==> src/ccic_pkg.sv <==
// shared constants and types for the control channel configuration block
package ccic_pkg;
    // ----------------------------------------------------------------
    // register offsets
    // ----------------------------------------------------------------
    localparam logic [7:0] OFS_CTRL_B    = 8'h06;
    localparam logic [7:0] OFS_SER_ADDR  = 8'h07;
    localparam logic [7:0] OFS_TGT_ADDR0 = 8'h08;
    localparam logic [7:0] OFS_TGT_ADDR1 = 8'h09;
    localparam logic [7:0] OFS_TGT_MTCH0 = 8'h10;
    localparam logic [7:0] OFS_TGT_MTCH1 = 8'h11;

    // ----------------------------------------------------------------
    // field positions
    // ----------------------------------------------------------------
    localparam int SEQ_ERR_BIT   = 7;
    localparam int SEQ_CLR_BIT   = 6;
    localparam int SDA_DLY_HI    = 4;
    localparam int SDA_DLY_LO    = 3;
    localparam int REM_WR_BLK    = 2;
    localparam int WDT_FAST_BIT  = 1;
    localparam int WDT_DIS_BIT   = 0;
    localparam int ADDR_HI       = 7;
    localparam int ADDR_LO       = 1;
    localparam int ADDR_LOCK_BIT = 0;

    // ----------------------------------------------------------------
    // reset values
    // ----------------------------------------------------------------
    localparam logic [7:0] RST_CTRL_B   = 8'h00;
    localparam logic [7:0] RST_SER_ADDR = 8'h18;
    localparam logic [7:0] RST_TGT      = 8'h00;
    localparam logic [7:0] RST_MTCH     = 8'h00;

    // ----------------------------------------------------------------
    // timing
    // ----------------------------------------------------------------
    localparam int CLK_PERIOD_NS = 100;
    localparam int SDA_DLY_BASE_NS = 250;
    localparam int SDA_DLY_STEP_NS = 50;
    localparam int WDT_FAST_MS  = 50;
    localparam int WDT_SLOW_MS  = 1000;
    localparam int BUS_FREE_MS  = 1000;
    localparam int REC_HALF_NS  = 5000;
    localparam int WDT_FAST_CYC = WDT_FAST_MS * 1000000 / CLK_PERIOD_NS;
    localparam int WDT_SLOW_CYC = WDT_SLOW_MS * 1000000 / CLK_PERIOD_NS;
    localparam int BUS_FREE_CYC = BUS_FREE_MS * 1000000 / CLK_PERIOD_NS;
    localparam int REC_HALF_CYC = REC_HALF_NS / CLK_PERIOD_NS;
    localparam int REC_PULSES   = 9;

    // ----------------------------------------------------------------
    // carriers
    // ----------------------------------------------------------------
    typedef struct packed {
        logic       valid;
        logic [6:0] addr;
    } ccic_fwd_addr_s;

    typedef struct packed {
        logic       valid;
        logic       to_ser;
        logic       hit;
        logic [6:0] addr;
    } ccic_xlat_s;
endpackage

==> src/ccic_bus_watchdog.sv <==
// i2c bus watchdog with free-bus detection and hung-bus recovery
`timescale 1ns/1ps
`default_nettype none
module ccic_bus_watchdog
    import ccic_pkg::*;
#(
    parameter int unsigned TO_SLOW = WDT_SLOW_CYC,
    parameter int unsigned TO_FAST = WDT_FAST_CYC,
    parameter int unsigned FREE    = BUS_FREE_CYC,
    parameter int unsigned HALF    = REC_HALF_CYC
) (
    input  wire logic clk_i,
    input  wire logic rstn_i,
    input  wire logic scl_i,
    input  wire logic sda_i,
    input  wire logic disable_i,
    input  wire logic fast_i,
    output logic      bus_free_o,
    output logic      recover_o,
    output logic      scl_oe_o
);
    // ----------------------------------------------------------------
    // state
    // ----------------------------------------------------------------
    typedef enum logic [2:0] {
        WD_IDLE = 3'b001,
        WD_LOW  = 3'b010,
        WD_HIGH = 3'b100
    } ccic_wd_e;

    ccic_wd_e    st_ff;
    ccic_wd_e    nxt_st;
    logic [23:0] cnt_ff;
    logic [23:0] nxt_cnt;
    logic [3:0]  pls_ff;
    logic [3:0]  nxt_pls;
    logic        scl_d_ff;
    logic        sda_d_ff;
    logic        free_ff;
    logic        nxt_free;
    logic        rec_ff;

    wire        activity = (scl_i != scl_d_ff) || (sda_i != sda_d_ff);
    wire [23:0] to_cyc   = fast_i ? TO_FAST[23:0] : TO_SLOW[23:0];
    wire        hung     = !sda_i && (cnt_ff >= to_cyc - 24'h1);
    wire        freed    = sda_i && (cnt_ff >= FREE[23:0] - 24'h1);
    wire        half_end = cnt_ff >= HALF[23:0] - 24'h1;
    wire        last_pls = pls_ff == 4'(REC_PULSES - 1);

    // ----------------------------------------------------------------
    // next state
    // ----------------------------------------------------------------
    always_comb begin
        nxt_st   = st_ff;
        nxt_cnt  = cnt_ff;
        nxt_pls  = pls_ff;
        nxt_free = free_ff;
        case (st_ff)
            WD_IDLE: begin
                if (disable_i || activity) begin
                    nxt_cnt  = 24'h0;
                    nxt_free = 1'b0;
                end else if (hung) begin
                    nxt_st  = WD_LOW;
                    nxt_cnt = 24'h0;
                    nxt_pls = 4'h0;
                end else begin
                    if (freed) begin
                        nxt_free = 1'b1;
                    end
                    // saturate so a long quiet bus stays free
                    if (cnt_ff != 24'hffffff) begin
                        nxt_cnt = cnt_ff + 24'h1;
                    end
                end
            end
            WD_LOW: begin
                nxt_cnt = cnt_ff + 24'h1;
                if (half_end) begin
                    nxt_st  = WD_HIGH;
                    nxt_cnt = 24'h0;
                end
            end
            WD_HIGH: begin
                nxt_cnt = cnt_ff + 24'h1;
                if (half_end) begin
                    nxt_cnt = 24'h0;
                    nxt_pls = pls_ff + 4'h1;
                    nxt_st  = last_pls ? WD_IDLE : WD_LOW;
                end
            end
            default: begin
                nxt_st  = WD_IDLE;
                nxt_cnt = 24'h0;
            end
        endcase
        // disabling aborts a recovery in progress
        if (disable_i && st_ff != WD_IDLE) begin
            nxt_st  = WD_IDLE;
            nxt_cnt = 24'h0;
        end
    end

    always_ff @(posedge clk_i or negedge rstn_i) begin
        if (!rstn_i) begin
            st_ff    <= WD_IDLE;
            cnt_ff   <= 24'h0;
            pls_ff   <= 4'h0;
            scl_d_ff <= 1'b1;
            sda_d_ff <= 1'b1;
            free_ff  <= 1'b0;
            rec_ff   <= 1'b0;
            scl_oe_o <= 1'b0;
        end else begin
            st_ff    <= nxt_st;
            cnt_ff   <= nxt_cnt;
            pls_ff   <= nxt_pls;
            scl_d_ff <= scl_i;
            sda_d_ff <= sda_i;
            free_ff  <= nxt_free;
            rec_ff   <= nxt_st != WD_IDLE;
            scl_oe_o <= nxt_st == WD_LOW;
        end
    end

    assign bus_free_o = free_ff;
    assign recover_o  = rec_ff;
endmodule // ccic_bus_watchdog
`default_nettype wire

==> src/ccic_top.sv <==
// control channel i2c configuration, address mapping and bus supervision
`timescale 1ns/1ps
`default_nettype none
module ccic_top
    import ccic_pkg::*;
#(
    parameter int unsigned WDT_SLOW = WDT_SLOW_CYC,
    parameter int unsigned WDT_FAST = WDT_FAST_CYC,
    parameter int unsigned FREE_TO  = BUS_FREE_CYC,
    parameter int unsigned REC_HALF = REC_HALF_CYC
) (
    input  wire logic           clk_i,
    input  wire logic           rstn_i,
    input  wire logic           reg_req_i,
    input  wire logic           reg_we_i,
    input  wire logic           reg_remote_i,
    input  wire logic [7:0]     reg_addr_i,
    input  wire logic [7:0]     reg_wdata_i,
    output logic [7:0]          reg_rdata_o,
    output logic                reg_ack_o,
    output logic                reg_blocked_o,
    input  wire logic           fwd_seq_err_i,
    input  wire ccic_fwd_addr_s fwd_addr_i,
    input  wire logic           xlat_req_i,
    input  wire logic [6:0]     xlat_addr_i,
    output ccic_xlat_s          xlat_o,
    input  wire logic           sda_drive_i,
    input  wire logic           scl_i,
    output logic                scl_o,
    output logic                scl_oe_o,
    input  wire logic           sda_i,
    output logic                sda_o,
    output logic                sda_oe_o,
    output logic                bus_free_o,
    output logic                recover_o
);
    // ----------------------------------------------------------------
    // helpers
    // ----------------------------------------------------------------
    function automatic logic addr_match(input logic [6:0] a,
                                        input logic [7:0] field);
        // a zero field never matches, so it disables that route
        return (field[ADDR_HI:ADDR_LO] != 7'h0) &&
               (field[ADDR_HI:ADDR_LO] == a);
    endfunction

    function automatic logic [2:0] sda_dly_cyc(input logic [1:0] code);
        int ns;
        ns = SDA_DLY_BASE_NS + int'(code) * SDA_DLY_STEP_NS;
        return 3'((ns + CLK_PERIOD_NS - 1) / CLK_PERIOD_NS);
    endfunction

    // ----------------------------------------------------------------
    // registers
    // ----------------------------------------------------------------
    logic [7:0] ctrl_ff;
    logic [7:0] ser_ff;
    logic [7:0] tgt0_ff;
    logic [7:0] tgt1_ff;
    logic [7:0] mtch0_ff;
    logic [7:0] mtch1_ff;
    logic       seq_err_ff;
    logic       nxt_seq_err;
    logic [7:0] nxt_ser;

    wire wr_try = reg_req_i && reg_we_i;
    wire wr_blk = wr_try && reg_remote_i && ctrl_ff[REM_WR_BLK];
    wire wr_ok  = wr_try && !wr_blk;
    wire wr_ctl = wr_ok && reg_addr_i == OFS_CTRL_B;
    wire wr_ser = wr_ok && reg_addr_i == OFS_SER_ADDR;
    wire wr_t0  = wr_ok && reg_addr_i == OFS_TGT_ADDR0;
    wire wr_t1  = wr_ok && reg_addr_i == OFS_TGT_ADDR1;
    wire wr_m0  = wr_ok && reg_addr_i == OFS_TGT_MTCH0;
    wire wr_m1  = wr_ok && reg_addr_i == OFS_TGT_MTCH1;

    // set wins over the held clear so no error is lost
    always_comb begin
        nxt_seq_err = seq_err_ff;
        if (ctrl_ff[SEQ_CLR_BIT]) begin
            nxt_seq_err = 1'b0;
        end
        if (fwd_seq_err_i) begin
            nxt_seq_err = 1'b1;
        end
    end

    // a host write beats a same-cycle forward channel load
    always_comb begin
        nxt_ser = ser_ff;
        if (wr_ser) begin
            nxt_ser = reg_wdata_i;
        end else if (fwd_addr_i.valid && !ser_ff[ADDR_LOCK_BIT]) begin
            nxt_ser = {fwd_addr_i.addr, ser_ff[ADDR_LOCK_BIT]};
        end
    end

    always_ff @(posedge clk_i or negedge rstn_i) begin
        if (!rstn_i) begin
            ctrl_ff    <= RST_CTRL_B;
            ser_ff     <= RST_SER_ADDR;
            tgt0_ff    <= RST_TGT;
            tgt1_ff    <= RST_TGT;
            mtch0_ff   <= RST_MTCH;
            mtch1_ff   <= RST_MTCH;
            seq_err_ff <= 1'b0;
        end else begin
            // bit 7 is status and bit 5 reserved, neither stored
            if (wr_ctl) begin
                ctrl_ff <= reg_wdata_i & 8'h5f;
            end
            if (wr_t0) begin
                tgt0_ff <= reg_wdata_i & 8'hfe;
            end
            if (wr_t1) begin
                tgt1_ff <= reg_wdata_i & 8'hfe;
            end
            if (wr_m0) begin
                mtch0_ff <= reg_wdata_i & 8'hfe;
            end
            if (wr_m1) begin
                mtch1_ff <= reg_wdata_i & 8'hfe;
            end
            ser_ff     <= nxt_ser;
            seq_err_ff <= nxt_seq_err;
        end
    end

    // ----------------------------------------------------------------
    // register read port
    // ----------------------------------------------------------------
    logic [7:0] rd_mux;
    always_comb begin
        case (reg_addr_i)
            OFS_CTRL_B:    rd_mux = {seq_err_ff, ctrl_ff[6:0]};
            OFS_SER_ADDR:  rd_mux = ser_ff;
            OFS_TGT_ADDR0: rd_mux = tgt0_ff;
            OFS_TGT_ADDR1: rd_mux = tgt1_ff;
            OFS_TGT_MTCH0: rd_mux = mtch0_ff;
            OFS_TGT_MTCH1: rd_mux = mtch1_ff;
            default:       rd_mux = 8'h00;
        endcase
    end

    always_ff @(posedge clk_i or negedge rstn_i) begin
        if (!rstn_i) begin
            reg_rdata_o   <= 8'h00;
            reg_ack_o     <= 1'b0;
            reg_blocked_o <= 1'b0;
        end else begin
            reg_ack_o     <= reg_req_i;
            reg_blocked_o <= wr_blk;
            if (reg_req_i && !reg_we_i) begin
                reg_rdata_o <= rd_mux;
            end
        end
    end

    // ----------------------------------------------------------------
    // address translation toward the serializer
    // ----------------------------------------------------------------
    // only register writes are gated; passing transactions are not
    wire       to_ser = addr_match(xlat_addr_i, ser_ff);
    wire       hit0   = addr_match(xlat_addr_i, mtch0_ff);
    wire       hit1   = addr_match(xlat_addr_i, mtch1_ff);
    wire [6:0] phys   = hit0 ? tgt0_ff[ADDR_HI:ADDR_LO] :
                               tgt1_ff[ADDR_HI:ADDR_LO];

    always_ff @(posedge clk_i or negedge rstn_i) begin
        if (!rstn_i) begin
            xlat_o <= '0;
        end else begin
            xlat_o.valid  <= xlat_req_i;
            if (xlat_req_i) begin
                xlat_o.to_ser <= to_ser;
                xlat_o.hit    <= hit0 || hit1;
                xlat_o.addr   <= (hit0 || hit1) ? phys : xlat_addr_i;
            end
        end
    end

    // ----------------------------------------------------------------
    // pin synchronisers and sda output delay
    // ----------------------------------------------------------------
    logic [1:0] scl_sync_ff;
    logic [1:0] sda_sync_ff;
    logic [3:0] sda_pipe_ff;

    // delay is rounded up to whole clocks, so 250/300 and 350/400 share
    wire [2:0] dly_cyc = sda_dly_cyc(ctrl_ff[SDA_DLY_HI:SDA_DLY_LO]);
    wire [1:0] dly_tap = 2'(dly_cyc - 3'd2);

    always_ff @(posedge clk_i or negedge rstn_i) begin
        if (!rstn_i) begin
            scl_sync_ff <= 2'b11;
            sda_sync_ff <= 2'b11;
            sda_pipe_ff <= 4'h0;
            sda_oe_o    <= 1'b0;
            sda_o       <= 1'b0;
            scl_o       <= 1'b0;
        end else begin
            scl_sync_ff <= {scl_sync_ff[0], scl_i};
            sda_sync_ff <= {sda_sync_ff[0], sda_i};
            sda_pipe_ff <= {sda_pipe_ff[2:0], sda_drive_i};
            sda_oe_o    <= sda_pipe_ff[dly_tap];
            sda_o       <= 1'b0;
            scl_o       <= 1'b0;
        end
    end

    // ----------------------------------------------------------------
    // bus watchdog
    // ----------------------------------------------------------------
    ccic_bus_watchdog #(
        .TO_SLOW (WDT_SLOW),
        .TO_FAST (WDT_FAST),
        .FREE    (FREE_TO),
        .HALF    (REC_HALF)
    ) u_wdog (
        .clk_i      (clk_i),
        .rstn_i     (rstn_i),
        .scl_i      (scl_sync_ff[1]),
        .sda_i      (sda_sync_ff[1]),
        .disable_i  (ctrl_ff[WDT_DIS_BIT]),
        .fast_i     (ctrl_ff[WDT_FAST_BIT]),
        .bus_free_o (bus_free_o),
        .recover_o  (recover_o),
        .scl_oe_o   (scl_oe_o)
    );
endmodule // ccic_top
`default_nettype wire

==> config.mk <==
export PLATFORM = sky130hd
export DESIGN_NAME = ccic_top
export DESIGN_NICKNAME = d
export VERILOG_FILES = /design/src/ccic_pkg.sv /design/src/ccic_bus_watchdog.sv /design/src/ccic_top.sv
export SDC_FILE = /design/constraint.sdc
export NUM_CORES = 1
export LEC_CHECK = 0
export CAP_MARGIN = 0
export CORE_MARGIN = 4
export CORE_UTILIZATION = 50
export DETAILED_ROUTE_END_ITERATION = 10
export DONT_BUFFER_PORTS = 1
export HOLD_SLACK_MARGIN = 0.15
export RECOVER_POWER = 50
export SETUP_SLACK_MARGIN = 0.2
export SYNTH_ARGS = -nofsm -noshare
export SYNTH_HDL_FRONTEND = slang
export SYNTH_SLANG_ARGS = --single-unit
==> constraint.sdc <==
create_clock -name clk_i -period 6.75 [get_ports clk_i]
set_input_delay 0.675 -clock clk_i [delete_from_list [all_inputs] [get_ports clk_i]]
set_output_delay 0.675 -clock clk_i [all_outputs]
set_load 0.02 [all_outputs]
Word-level counts from Yosys, hierarchy flattened. Cells that the tools add are included. Widths: inputs -> output; s select.

$add $sub $neg: 7. Multipliers: 1. Div/mod/pow operators: 1. $lt $le $gt $ge: 4. Eq/ne operators: 24. Shifts and indexed selects: 0. Mux-type cells: 30. Bitwise operators: 0. Reduce and logical (&&, ||, !) cells: 35.

Operators by type and width (count): $mux 24 (6); $pmux 24 s2 (1); $pmux 8 s6 (1); $div 32x8->32 const B (1); $add 24x1->24 const B (1); $ge 24x24->1 (1); $ge 24x24->1 const B (1); $ge 24x6->1 const B (1); $ne 24x24->1 const B (1); $sub 24x1->24 const B (1); $eq 7x7->1 (3); $reduce_bool 7->1 (3); $logic_and 1x1->1 (18); $eq 8x3->1 const B (2); $eq 8x4->1 const B (2); $eq 8x5->1 const B (2); $mux 8 (2); $mux 3 (5); $mux 7 (2); $mux 4 (3); $sub 10x1->11 const B (1); $add 9x7->10 const B (1); $add 8x8->9 const A (1); $pmux 3 s3 (1); 23 further kinds (41).

Register bits after elaboration: 108. Bits in latches: 0. RAM bits: 0. Bits in read-only memories: 0. Bits of input ports: 41. Output and inout port bits: 26. Word-level logic and storage cells: 129. Memories kept: 0.

Depth between registers and ports, before layout. Gate-level depths: netlist (run 1).

Depth in word-level cells: 9. Gate-level depth with buffers: 14. Depth with buffers taken out: 13.

Hierarchy. From an unflattened synthesis (run 1), not the netlist that was laid out.

Cell total of the unflattened synthesis: 643. Area total of the unflattened synthesis: 6615.1 um^2.

Modules (own cells, without submodules): ccic_top (instances 1, cells each 364, area each 4018.9 um^2, sequential area each 1809.2 um^2); ccic_bus_watchdog (instances 1, cells each 279, area each 2596.2 um^2, sequential area each 904.6 um^2).

Worst setup path before layout (run 1). Ideal clock, no wire load.

Path kind: reg2reg. Start point: reg ctrl_ff[4]. End point: reg sda_oe_o. Library setup time: 0.138 ns. Data arrival time: 3.135 ns. Required time: 6.612 ns. Path slack: 3.477 ns. Cell stages (with the launch flop): 15. Path buffers: 1. Period minus slack after synthesis: 3.273 ns. Cells stage by stage: dfrtp_1 > clkbuf_1 > inv_1 > ha_1 > nor2b_1 > o21ai_1 > inv_2 > ha_1 > and4_1 > o311ai_2 > o21ai_2 > xnor2_2 > or3_1 > o211ai_1 > mux4_2.

Word-level cells in the longest chain between the ends: 8.

Ends and longest elaborated chain: start, declared (RTL line ccic_top.sv:56) `logic [7:0] ctrl_ff;`; start signal, assigned (RTL line ccic_top.sv:109) `ctrl_ff <= reg_wdata_i & 8'h5f;`; $mul 2x5->7 (RTL line ccic_top.sv:49) `ns = SDA_DLY_BASE_NS + int'(code) * SDA_DLY_STEP_NS;`; $add 8x8->9 (RTL line ccic_top.sv:49); $add 9x7->10 (RTL line ccic_top.sv:50) `return 3'((ns + CLK_PERIOD_NS - 1) / CLK_PERIOD_NS);`; $sub 10x1->11 (RTL line ccic_top.sv:50); $div 32x8->32 (RTL line ccic_top.sv:50); $sub 2x2->2 (RTL line ccic_top.sv:190) `wire [1:0] dly_tap = 2'(dly_cyc - 3'd2);`; $bmux 1 s2 (RTL line ccic_top.sv:204) `sda_oe_o <= sda_pipe_ff[dly_tap];`; $mux 1 (implied by the code) (RTL line ccic_top.sv:204); end signal, assigned (RTL line ccic_top.sv:204); end, declared (RTL line ccic_top.sv:33) `output logic sda_oe_o,`.

No other way between the ends. The select of a mux whose other input is x is not followed. A chain may end at the register's enable or synchronous reset.

Final worst setup path (run 1). Same ends and word-level chain as after synthesis.

==> results of run 1 <==
final cells by class:
| type | instances | area (um^2) |
|---|---|---|
| Inverter | 18 | 67.6 |
| Multi-Input combinational cell | 450 | 3370 |
| Timing Repair Buffer | 5 | 62.6 |
| Tap cell | 168 | 210 |
| Fill cell | 1105 | 5370 |
| Clock buffer | 9 | 225 |
| Sequential cell | 108 | 2710 |
| Clock inverter | 7 | 93.8 |
Yosys cell counts (all sizes together), types with 9 or more instances:
master  instances  area (um^2)
nand2          61          231
dfstp           9          236
inv            18         67.6
o21ai          49          320
ha             27          338
nand2b          9         56.3
mux2i          17          170
nor2b          11         68.8
xor2           21          184
buf            11         76.3
nand3          21          105
xnor2          27          244
a21oi          17         85.1
clkbuf         12         45.0
dfrtp          99         2480
nor3           13         70.1
a21o            9         67.6
mux2           42          473
nor2           24         90.1
kinds of logic (layout without fill, tap and decap cells):
group | count (synthesis) | after routing | share of synthesized area
compound gates | 128 | 128 | 0.150
xor+xnor | 48 | 48 | 0.0684
fa+ha+maj | 27 | 27 | 0.0540
buf+inv | 41 | 39 | 0.0302
flops | 108 | 108 | 0.434
mux | 60 | 60 | 0.106
other cells | 2 | 3 | 0.00120
simple gates | 184 | 184 | 0.156
worst paths after layout:
check                           cells after the start      startpoint  slack (ps)             end
worst max-delay path                               13      ctrl_ff[4]        3180        sda_oe_o
worst min-delay path                                1          rstn_i         240       reg_ack_o
worst max register to register                     13      ctrl_ff[4]        3180        sda_oe_o
worst min register to register                      0  sda_sync_ff[0]         360  sda_sync_ff[1]
max in group asynchronous                           1          rstn_i        5640       ser_ff[4]
min in group clk_i                                  0           scl_i         310  scl_sync_ff[0]
worst max-delay path, cell delays in order, from the launching register on:
cell and delay (ps):
dfrtp_1 510, inv_1 200, ha_1 390, nor2b_1 90, o21ai_1 410, inv_2 120, ha_1 220, and4_1 160
o311ai_2 290, o21ai_2 120, xnor2_2 180, or3_1 350, o211ai_1 100, mux4_2 310
state kept, by name (all words and copies together) (netlist names), 7 cells and up:
register,cells
tgt1_ff,7
mtch0_ff,7
mtch1_ff,7
u_wdog.cnt_ff,24
xlat_o,10
ser_ff,8
reg_rdata_o,8
tgt0_ff,7
metal layers:
layer	GRT usage	share of wire	up-vias
met4	0.0616	0.012	0
met1	0.301	0.47	2225
met2	0.318	0.45	119
met5	0	0	-
li1	-	-	2160
met3	0.0537	0.069	12
through the flow:
step / power [uW] / cells / hold WS, ps / setup WS (ps) / utilization
after floorplan: 788 / 599 / 345 / 3480 / -
after global placement: 803 / 746 / 347 / 3300 / 0.527
after detailed placement: 806 / 746 / 348 / 3200 / 0.527
after CTS: 1390 / 765 / 267 / 3190 / 0.557
after global routing: 1420 / 765 / 278 / 2910 / 0.557
final: 1360 / 765 / 236 / 3180 / 0.557
where the power goes:
part	internal (uW)	leakage, uW	switching, uW
Clock	298	0.000153	257
Combinational	45.0	0.00137	59.0
Sequential	671	0.00142	33.3
==> impl_results.md, run 1 <==
- Vias in the first global route: 4438
- Via density: 5.90
- Max Clk Rate: 280 MHz
- Arr. time, crit path: 3790 ps
- Clk_lat worst skew: 350 ps
- Core area: 0.0121 mm^2
- DIE WIDTH: 120 um
- CP endpoint kind: register
- Register bit total from synthesis: 108
- Post-DP HPWL: 10300 um
- Global route overflow: 0
- Placed cell areas: 0.00638 mm^2
- Starting Density: 0.517
- Syn-to-layout area delta: 7.76%
- CTS tree: yes
- Layout net count: 660
- Fin. max-slew vios: 0
- CTS H-tree depth: 3
- Die area: 0.0144 mm^2
- Ys flop type: dfrtp_1
- Drc violations: 0
- CTS buffer count: 9
- DRT iter0 DRCs: 336
- Kind of critical path: reg -> reg
- Crit path time final: 3570 ps
- RSZ-0062 raised after global routing: false
- Yosys Warn Count: 0
- Maximum fanout along the worst path: 11
- Post-DR wirelength/cell: 19.0 um
- Die Ht: 120 um
- CP Launch Type: register
- First drt pass iteration count: 5
- Tot GR Track Use: 0.211
- Slew HR: 0.255
- Max_cap viols: 0
- Post-Route WL: 14600 um
- Final Skew: 9.36 ps
- Netlist Area Pre-Place: 0.00626 mm^2
- Hold crit path type: in -> async
- Sink Count: 108
- Hold Vio Cnt, Final: 0
- Setup Buffers After CTS: 0
- Synth unique cells: 72
- Largest net degree at the start of global routing: 100
- Reg clk slew, reported paths: 70 ps
- CTS max path bufs: 2
- Global-route wire length before repair: 24000 um
- Synth Area per Inst: 10.5 um^2
- Worst EP required: 6970 ps
- Boundary pin count: 67
- Port Buffers: 0
- Antenna diode count: 0
- Commonest non-fill, non-tap cell in the layout: dfrtp_1
- Post-synthesis sequential area ratio: 0.434
- Fraction of registers with async set/reset: 1.00
- CTS Hold Bufs: 3
- Layout cells sized above 1: 0.174
- Fin crit share: 0.529
- CTS resizes: 0
- Outcome: completed
- Detail Route Antenna Nets: 0
- P_leak: 0.00295 uW
- Fin Setup TNS: 0 ps
- Row count: 40
- Peak VDD IR: 0.139 mV
- Placer Congestion: 0.836
- Pwr/cell area: 202 mW/mm^2
- Initial antenna violation count: 0
- Worst-margin pin slew: 1110 ps
- Clock root cell: clkbuf_16
- Commonest cells after routing, fill and taps aside: dfrtp_1 (99), nand2_1 (60), mux2_2 (42)
- Final Setup Violations: 0
- Post-route cell area: 0.00674 mm^2
- Vias: 4516
- Mapped Cells: 598
- Post-synth EDFFs: 0
Note: power is estimated with default switching activity, not from simulation.
==> inputs of run 2 (changes only) <==
--- a/config.mk
+++ b/config.mk
@@ -5,6 +5,7 @@
 export SDC_FILE = /design/constraint.sdc
 export NUM_CORES = 1
 export LEC_CHECK = 0
+export ABC_AREA = 1
 export CAP_MARGIN = 0
 export CORE_MARGIN = 4
 export CORE_UTILIZATION = 50
==> constraint.sdc (replaced) <==
create_clock -name clk_i -period 3.65 [get_ports clk_i]
set_input_delay 0.365 -clock clk_i [delete_from_list [all_inputs] [get_ports clk_i]]
set_output_delay 0.365 -clock clk_i [all_outputs]
set_load 0.02 [all_outputs]
==> impl_results.md, run 2 <==
- Outcome: finished, violations left
- Violations in the final reports: capacitance limit, slew limit
- Reg clk slew, reported paths: 70 ps (about the same)
- Clock root cell: clkbuf_16
- Max Clk Rate: 302 MHz (+7.7%)
- P_leak: 0.00321 uW (+8.9%)
- Die area: 0.0146 mm^2 (+1.6%)
- Area share of the largest cell type after synthesis: 0.389 (-0.00684)
- Vias in the first global route: 5217 (+18%)
- Syn-to-layout area delta: 10.0%
- Yosys top cell by area: dfrtp_1
- Kind of critical path: reg -> reg
- Synth cell count leaders: nand2_1 (165), inv_1 (118), dfrtp_1 (99), o21ai_0 (61), nor2_1 (56)
- Synth unique cells: 52 (-28%)
- Drc violations: 0 (unchanged)
- Port Buffers: 0 (unchanged)
- Core area: 0.0123 mm^2 (+1.2%)
- Starting Density: 0.519 (+0.00265)
- Number of flip-flops in the largest register: 24 (unchanged)
- CTS tree: yes
- Most common cell in the netlist: nand2_1
- Row count: 40 (unchanged)
- Ys flop type: dfrtp_1
- Synth area leaders: dfrtp_1 (39%), nand2_1 (9.7%), inv_1 (7.0%), ha_1 (5.3%), o21ai_0 (4.8%)
- Crit path time final: 3310 ps (-257 ps)
- Placer Congestion: 0.938 (+12%)
- Register bit total from synthesis: 108 (unchanged)
- Fin Setup TNS: 0 ps (unchanged)
- Largest registers: u_wdog.cnt_ff (24), xlat_o (10)
- Max_cap viols: 1 (+1)
- Final cell count without fillers: 983 (+28%)
- Clk_lat worst skew: 350 ps (about the same)
- Netlist Area Pre-Place: 0.00637 mm^2 (+1.8%)
- Post-synthesis sequential area ratio: 0.426 (-0.00750)
- Final Setup Violations: 0 (unchanged)
- DIE WIDTH: 121 um (+0.82%)
- Global route overflow: 0 (unchanged)
- Die Ht: 121 um (+0.82%)
- CTS H-tree depth: 3 (unchanged)
- FF-to-FF setup slack: 340 ps (-2840 ps)
- Cell total after placement: 951 (+27%)
- Hold Vio Cnt, Final: 0 (unchanged)
- Detail Route Antenna Nets: 0 (unchanged)
- Worst Slack Setup Final: 335 ps (-2840 ps)
- Global-route wire length before repair: 26700 um (+11%)
- RSZ-0062 raised after global routing: false
- Final Skew: 9.92 ps (+0.565 ps)
- Post-Route WL: 16200 um (+12%)
- RR Startpoint: ctrl_ff[4]
- Synth Area per Inst: 8.03 um^2 (-23%)
- Peak VDD IR: 0.286 mV (+110%)
- WHS Endpoint: ser_ff[7]
- Antenna diode count: 0 (unchanged)
- Fin crit share: 0.908 (+0.379)
- Cell depth of the worst hold path: 2
- Hold crit path type: in -> reg
- Layout cells sized above 1: 0.0920 (-0.0822)
- Post-synth EDFFs: 0 (unchanged)
- First drt pass iteration count: 5 (unchanged)
- CTS max path bufs: 2 (unchanged)
- Yosys Warn Count: 0 (unchanged)
- Mapped Cells: 793 (+33%)
- Pwr/cell area: 354 mW/mm^2 (+75%)
- Vias: 5503 (+22%)
- Final core utilization: 0.571 (+0.0146)
- Arr. time, crit path: 3600 ps (-190 ps)
- Worst-margin pin slew: 2380 ps (+1270 ps)
- Largest net degree at the start of global routing: 109 (+9.0%)
- Commonest cells after routing, fill and taps aside: nand2_1 (162), inv_1 (115), dfrtp_1 (97)
- Final Power: 2480 uW (+82%)
- Hold path start: fwd_addr_i[6]
- Worst EP required: 3930 ps (-3040 ps)
- Maximum fanout along the worst path: 7 (-4)
- CP Launch Type: register
- Post-DP HPWL: 12200 um (+19%)
- Slew HR: -0.587 (-0.841)
- Layout net count: 878 (+33%)
- Biggest register: u_wdog.cnt_ff
- Post-DR wirelength/cell: 16.5 um (-13%)
- Via density: 5.60 (-5.2%)
- Boundary pin count: 67 (unchanged)
- FF-to-FF End: sda_oe_o
- Path depth of the worst reg2reg path: 24 (+11)
- Filler cell count: 1155 (+4.5%)
- DRT iter0 DRCs: 440 (+31%)
- Sink Count: 108 (unchanged)
- Commonest non-fill, non-tap cell in the layout: nand2_1
- Fraction of registers with async set/reset: 1.00 (unchanged)
- Post-place setup slack: 269 ps (-2930 ps)
- Fin. max-slew vios: 109 (+109)
- Tot GR Track Use: 0.229 (+0.0177)
- CTS buffer count: 9 (unchanged)
- Initial antenna violation count: 0 (unchanged)
- CP endpoint kind: register
run 2: cell type report:
cell class | count | area, um^2 | share of cell area
multi-input combinational | 551 | 3180 | 0.454
sequential | 108 | 2720 | 0.388
inverter | 122 | 462 | 0.0659
clock buffer | 10 | 239 | 0.0341
tap | 168 | 210 | 0.0300
timing repair buffer | 18 | 155 | 0.0221
clock inverter | 6 | 45.0 | 0.00643
run 2: cell families (layout without fill, tap and decap cells):
| group | Yosys count | in the layout | share of synthesized area |
|---|---|---|---|
| other | 2 | 3 | 0.00118 |
| buffers and inverters | 135 | 156 | 0.0811 |
| xor gates and xnor gates | 30 | 30 | 0.0413 |
| and+or+nand+nor | 329 | 329 | 0.241 |
| DFF | 108 | 108 | 0.426 |
| AOI/OAI and AO/OA | 162 | 162 | 0.157 |
| adders and majority gates | 27 | 27 | 0.0530 |
run 2: worst max-delay path by stage:
stage                from  endpoint  cells after the start
5_1_grt        ctrl_ff[4]  sda_oe_o                     24
4_1_cts        ctrl_ff[4]  sda_oe_o                     22
2_1_floorplan  ctrl_ff[4]  sda_oe_o                     21
3_3_place_gp   ctrl_ff[4]  sda_oe_o                     21
6_report       ctrl_ff[4]  sda_oe_o                     24
3_5_place_dp   ctrl_ff[4]  sda_oe_o                     22
run 2: timing repair:
item / in CTS / in global routing
hold endpoints to repair: 120 / 0
resized for setup: 0 / 15
setup buffers: 0 / 6
hold buffers: 10 / 0
setup endpoints to repair: 0 / 1
run 2: metrics by stage:
stage,area (um^2),hold WS [ps]
after floorplan,6370,69.4
after global placement,6540,73.6
after detailed placement,6540,73.6
after CTS,6940,165
after global routing,7010,172
final,7010,179
run 2: worst max-delay path, stage by stage (launching register included):
cell	delay [ps]
dfrtp_2	450
clkinvlp_4	130
buf_4	120
ha_4	150
nand2_1	60
nand2_1	50
nand2_1	80
inv_2	120
ha_1	240
inv_1	50
nand2_1	70
a21oi_2	260
nand4_4	180
nand2_2	110
nand4_1	150
buf_4	190
nor3_2	160
nand2_1	80
nand3_1	80
inv_1	50
nor2_2	150
nand2_1	90
nand2_1	70
nand3_1	80
nand2_1	80
run 2: per-layer routing:
layer	GRT usage	routed length (um)	share of wire	vias to the layer above
li1	-	-	-	2695
met1	0.336	7580	0.47	2615
met2	0.344	7250	0.45	174
met3	0.0429	1120	0.069	19
met4	0.0687	289	0.018	0
met5	0	0	0	-
run 2: report_power, final:
part	switching, uW	internal, uW	total [uW]
combinational	162	81.5	244
sequential	60.2	1240	1300
clock	448	485	934
total	671	1810	2480
==> inputs of run 3 (changes only) <==
--- a/config.mk
+++ b/config.mk
@@ -9,6 +9,7 @@
 export CAP_MARGIN = 0
 export CORE_MARGIN = 4
 export CORE_UTILIZATION = 50
+export CTS_BUF_LIST = sky130_fd_sc_hd__clkbuf_8
 export DETAILED_ROUTE_END_ITERATION = 10
 export DONT_BUFFER_PORTS = 1
 export HOLD_SLACK_MARGIN = 0.15
==> constraint.sdc (replaced) <==
create_clock -name clk_i -period 3.1 [get_ports clk_i]
set_input_delay 0.31 -clock clk_i [delete_from_list [all_inputs] [get_ports clk_i]]
set_output_delay 0.31 -clock clk_i [all_outputs]
set_load 0.02 [all_outputs]
==> impl_results.md, run 3 (synthesized netlist as in run 2, its figures left out) <==
- Kind of critical path: reg -> reg
- Port Buffers: 0 (unchanged)
- Arr. time, crit path: 3300 ps (-300 ps)
- Die Ht: 121 um (unchanged)
- Largest net degree at the start of global routing: 109 (unchanged)
- Starting Density: 0.519 (unchanged)
- Reg clk slew, reported paths: 100 ps (+30 ps)
- First drt pass iteration count: 5 (unchanged)
- Final Setup Violations: 0 (unchanged)
- Clock root cell: clkbuf_8
- Max_cap viols: 0 (-1)
- Via density: 5.67 (+1.2%)
- Row count: 40 (unchanged)
- Tot GR Track Use: 0.242 (+0.0135)
- Register area: 0.00272 mm^2 (unchanged)
- Violations in the final reports: slew limit
- Critical path origin: u_wdog.cnt_ff[0]
- Fin. max-slew vios: 44 (-60%)
- Post-Route WL: 17700 um (+8.8%)
- Post-DR wirelength/cell: 17.1 um (+3.5%)
- CTS tree: yes
- P_leak: 0.00356 uW (+11%)
- Commonest non-fill, non-tap cell in the layout: nand2_1
- Initial antenna violation count: 0 (unchanged)
- Hold Vio Cnt, Final: 0 (unchanged)
- Pwr/cell area: 352 mW/mm^2 (-0.50%)
- Fin crit share: 0.965 (+0.0572)
- Post-DP HPWL: 12300 um (+0.42%)
- Crit path time final: 2990 ps (-322 ps)
- Antenna diode count: 0 (unchanged)
- Hold crit path type: in -> reg
- Drc violations: 0 (unchanged)
- Peak VDD IR: 0.269 mV (-6.0%)
- Placer Congestion: 0.938 (about the same)
- Commonest cells after routing, fill and taps aside: nand2_1 (151), inv_1 (111), dfrtp_1 (97)
- RR Startpoint: u_wdog.cnt_ff[0]
- Die area: 0.0146 mm^2 (unchanged)
- Worst Slack Setup Final: 108 ps (-228 ps)
- Largest registers: u_wdog.cnt_ff (24), xlat_o (10)
- CP Launch Type: register
- Syn-to-layout area delta: 22.7%
- CTS buffer count: 9 (unchanged)
- Vias: 5853 (+6.4%)
- Clk_lat worst skew: 390 ps (+40 ps)
- Core area: 0.0123 mm^2 (unchanged)
- CTS max path bufs: 2 (unchanged)
- Final Skew: 13.0 ps (+3.12 ps)
- Outcome: finished, violations left
- DIE WIDTH: 121 um (unchanged)
- Layout net count: 928 (+5.7%)
- Post-place setup slack: -39.4 ps (-308 ps)
- Worst EP required: 3410 ps (-520 ps)
- Global route overflow: 0 (unchanged)
- WHS: 221 ps (+42.1 ps)
- CP endpoint kind: register
- Final Power: 2750 uW (+11%)
- Detail Route Antenna Nets: 0 (unchanged)
- Boundary pin count: 67 (unchanged)
- RSZ-0062 raised after global routing: true
- Max Clk Rate: 334 MHz (+11%)
- Sink Count: 108 (unchanged)
- DRT iter0 DRCs: 437 (-0.68%)
- Number of flip-flops in the largest register: 24 (unchanged)
- Multi-input logic area: 0.00358 mm^2 (+13%)
- Layout cells sized above 1: 0.194 (+0.102)
- Slew HR: -0.00282 (+0.584)
- Biggest register: u_wdog.cnt_ff
- CTS H-tree depth: 3 (unchanged)
- Hold path start: fwd_addr_i[7]
- Worst-margin pin slew: 1500 ps (-876 ps)
- Maximum fanout along the worst path: 7 (unchanged)
- Filler cell count: 1055 (-8.7%)
- Global-route wire length before repair: 28200 um (+5.9%)
- Vias in the first global route: 5599 (+7.3%)
[run 3: metal layers]
layer,vias to the layer above,track usage,share of wire
met5,-,0,0
met4,0,0.0673,0.015
met3,23,0.0410,0.070
li1,2796,-,-
met2,237,0.385,0.47
met1,2797,0.342,0.45
[run 3: path summary, 6_finish.rpt]
| path | endpoint | slack, ps | cells past startpoint |
|---|---|---|---|
| worst min-delay path | ser_ff[6] | 220 | 3 |
| worst max register to register | u_wdog.cnt_ff[1] | 110 | 17 |
| max in group asynchronous | ctrl_ff[4] | 1190 | 2 |
| worst max-delay path | u_wdog.cnt_ff[1] | 110 | 17 |
| min in group asynchronous | sda_oe_o | 800 | 2 |
| worst min register to register | sda_sync_ff[1] | 370 | 0 |
[run 3: critical path, stage by stage (launching register included)]
cell,delay (ps)
dfrtp_1,420
ha_4,180
nand3_4,90
nor2_4,140
nand2_2,70
nor2_4,150
nand4_4,110
nor3b_4,250
nand2_2,110
nor4_4,330
nand2_2,120
nor2_4,160
nand2_2,80
nor2_4,200
nand4_4,140
buf_6,160
buf_8,130
o21ai_2,110
[run 3: final cells by class]
| type | instances | share of cell area |
|---|---|---|
| clock inverter | 6 | 0.00673 |
| inverter | 122 | 0.0599 |
| clock buffer | 10 | 0.0176 |
| multi-input combinational | 551 | 0.459 |
| timing repair buffer | 68 | 0.0825 |
| sequential | 108 | 0.348 |
| tap | 168 | 0.0269 |
[run 3: stage by stage]
stage                     area (um^2)  TNS [ps]   util  instances
after floorplan                  6370         0      -        794
final                            7810         0  0.637       1033
after CTS                        7320         0  0.597       1013
after detailed placement         6600     -39.4  0.538        959
after global routing             7810     -1080  0.637       1033
after global placement           6600         0  0.538        959
[run 3: repair_timing]
action / 4_1_cts / 5_1_grt
gates cloned: 0 / 2
pin swaps: 19 / 32
hold buffers: 24 / 0
setup endpoints to repair: 1 / 13
buffers inserted: 14 / 18
hold endpoints to repair: 131 / 0
resized for setup: 41 / 86
[run 3: power by group]
group	switching, uW	leakage [uW]	internal (uW)
combinational	230	0.00206	136
sequential	72.1	0.00141	1460
clock	522	0.0000918	329
total	824	0.00356	1930
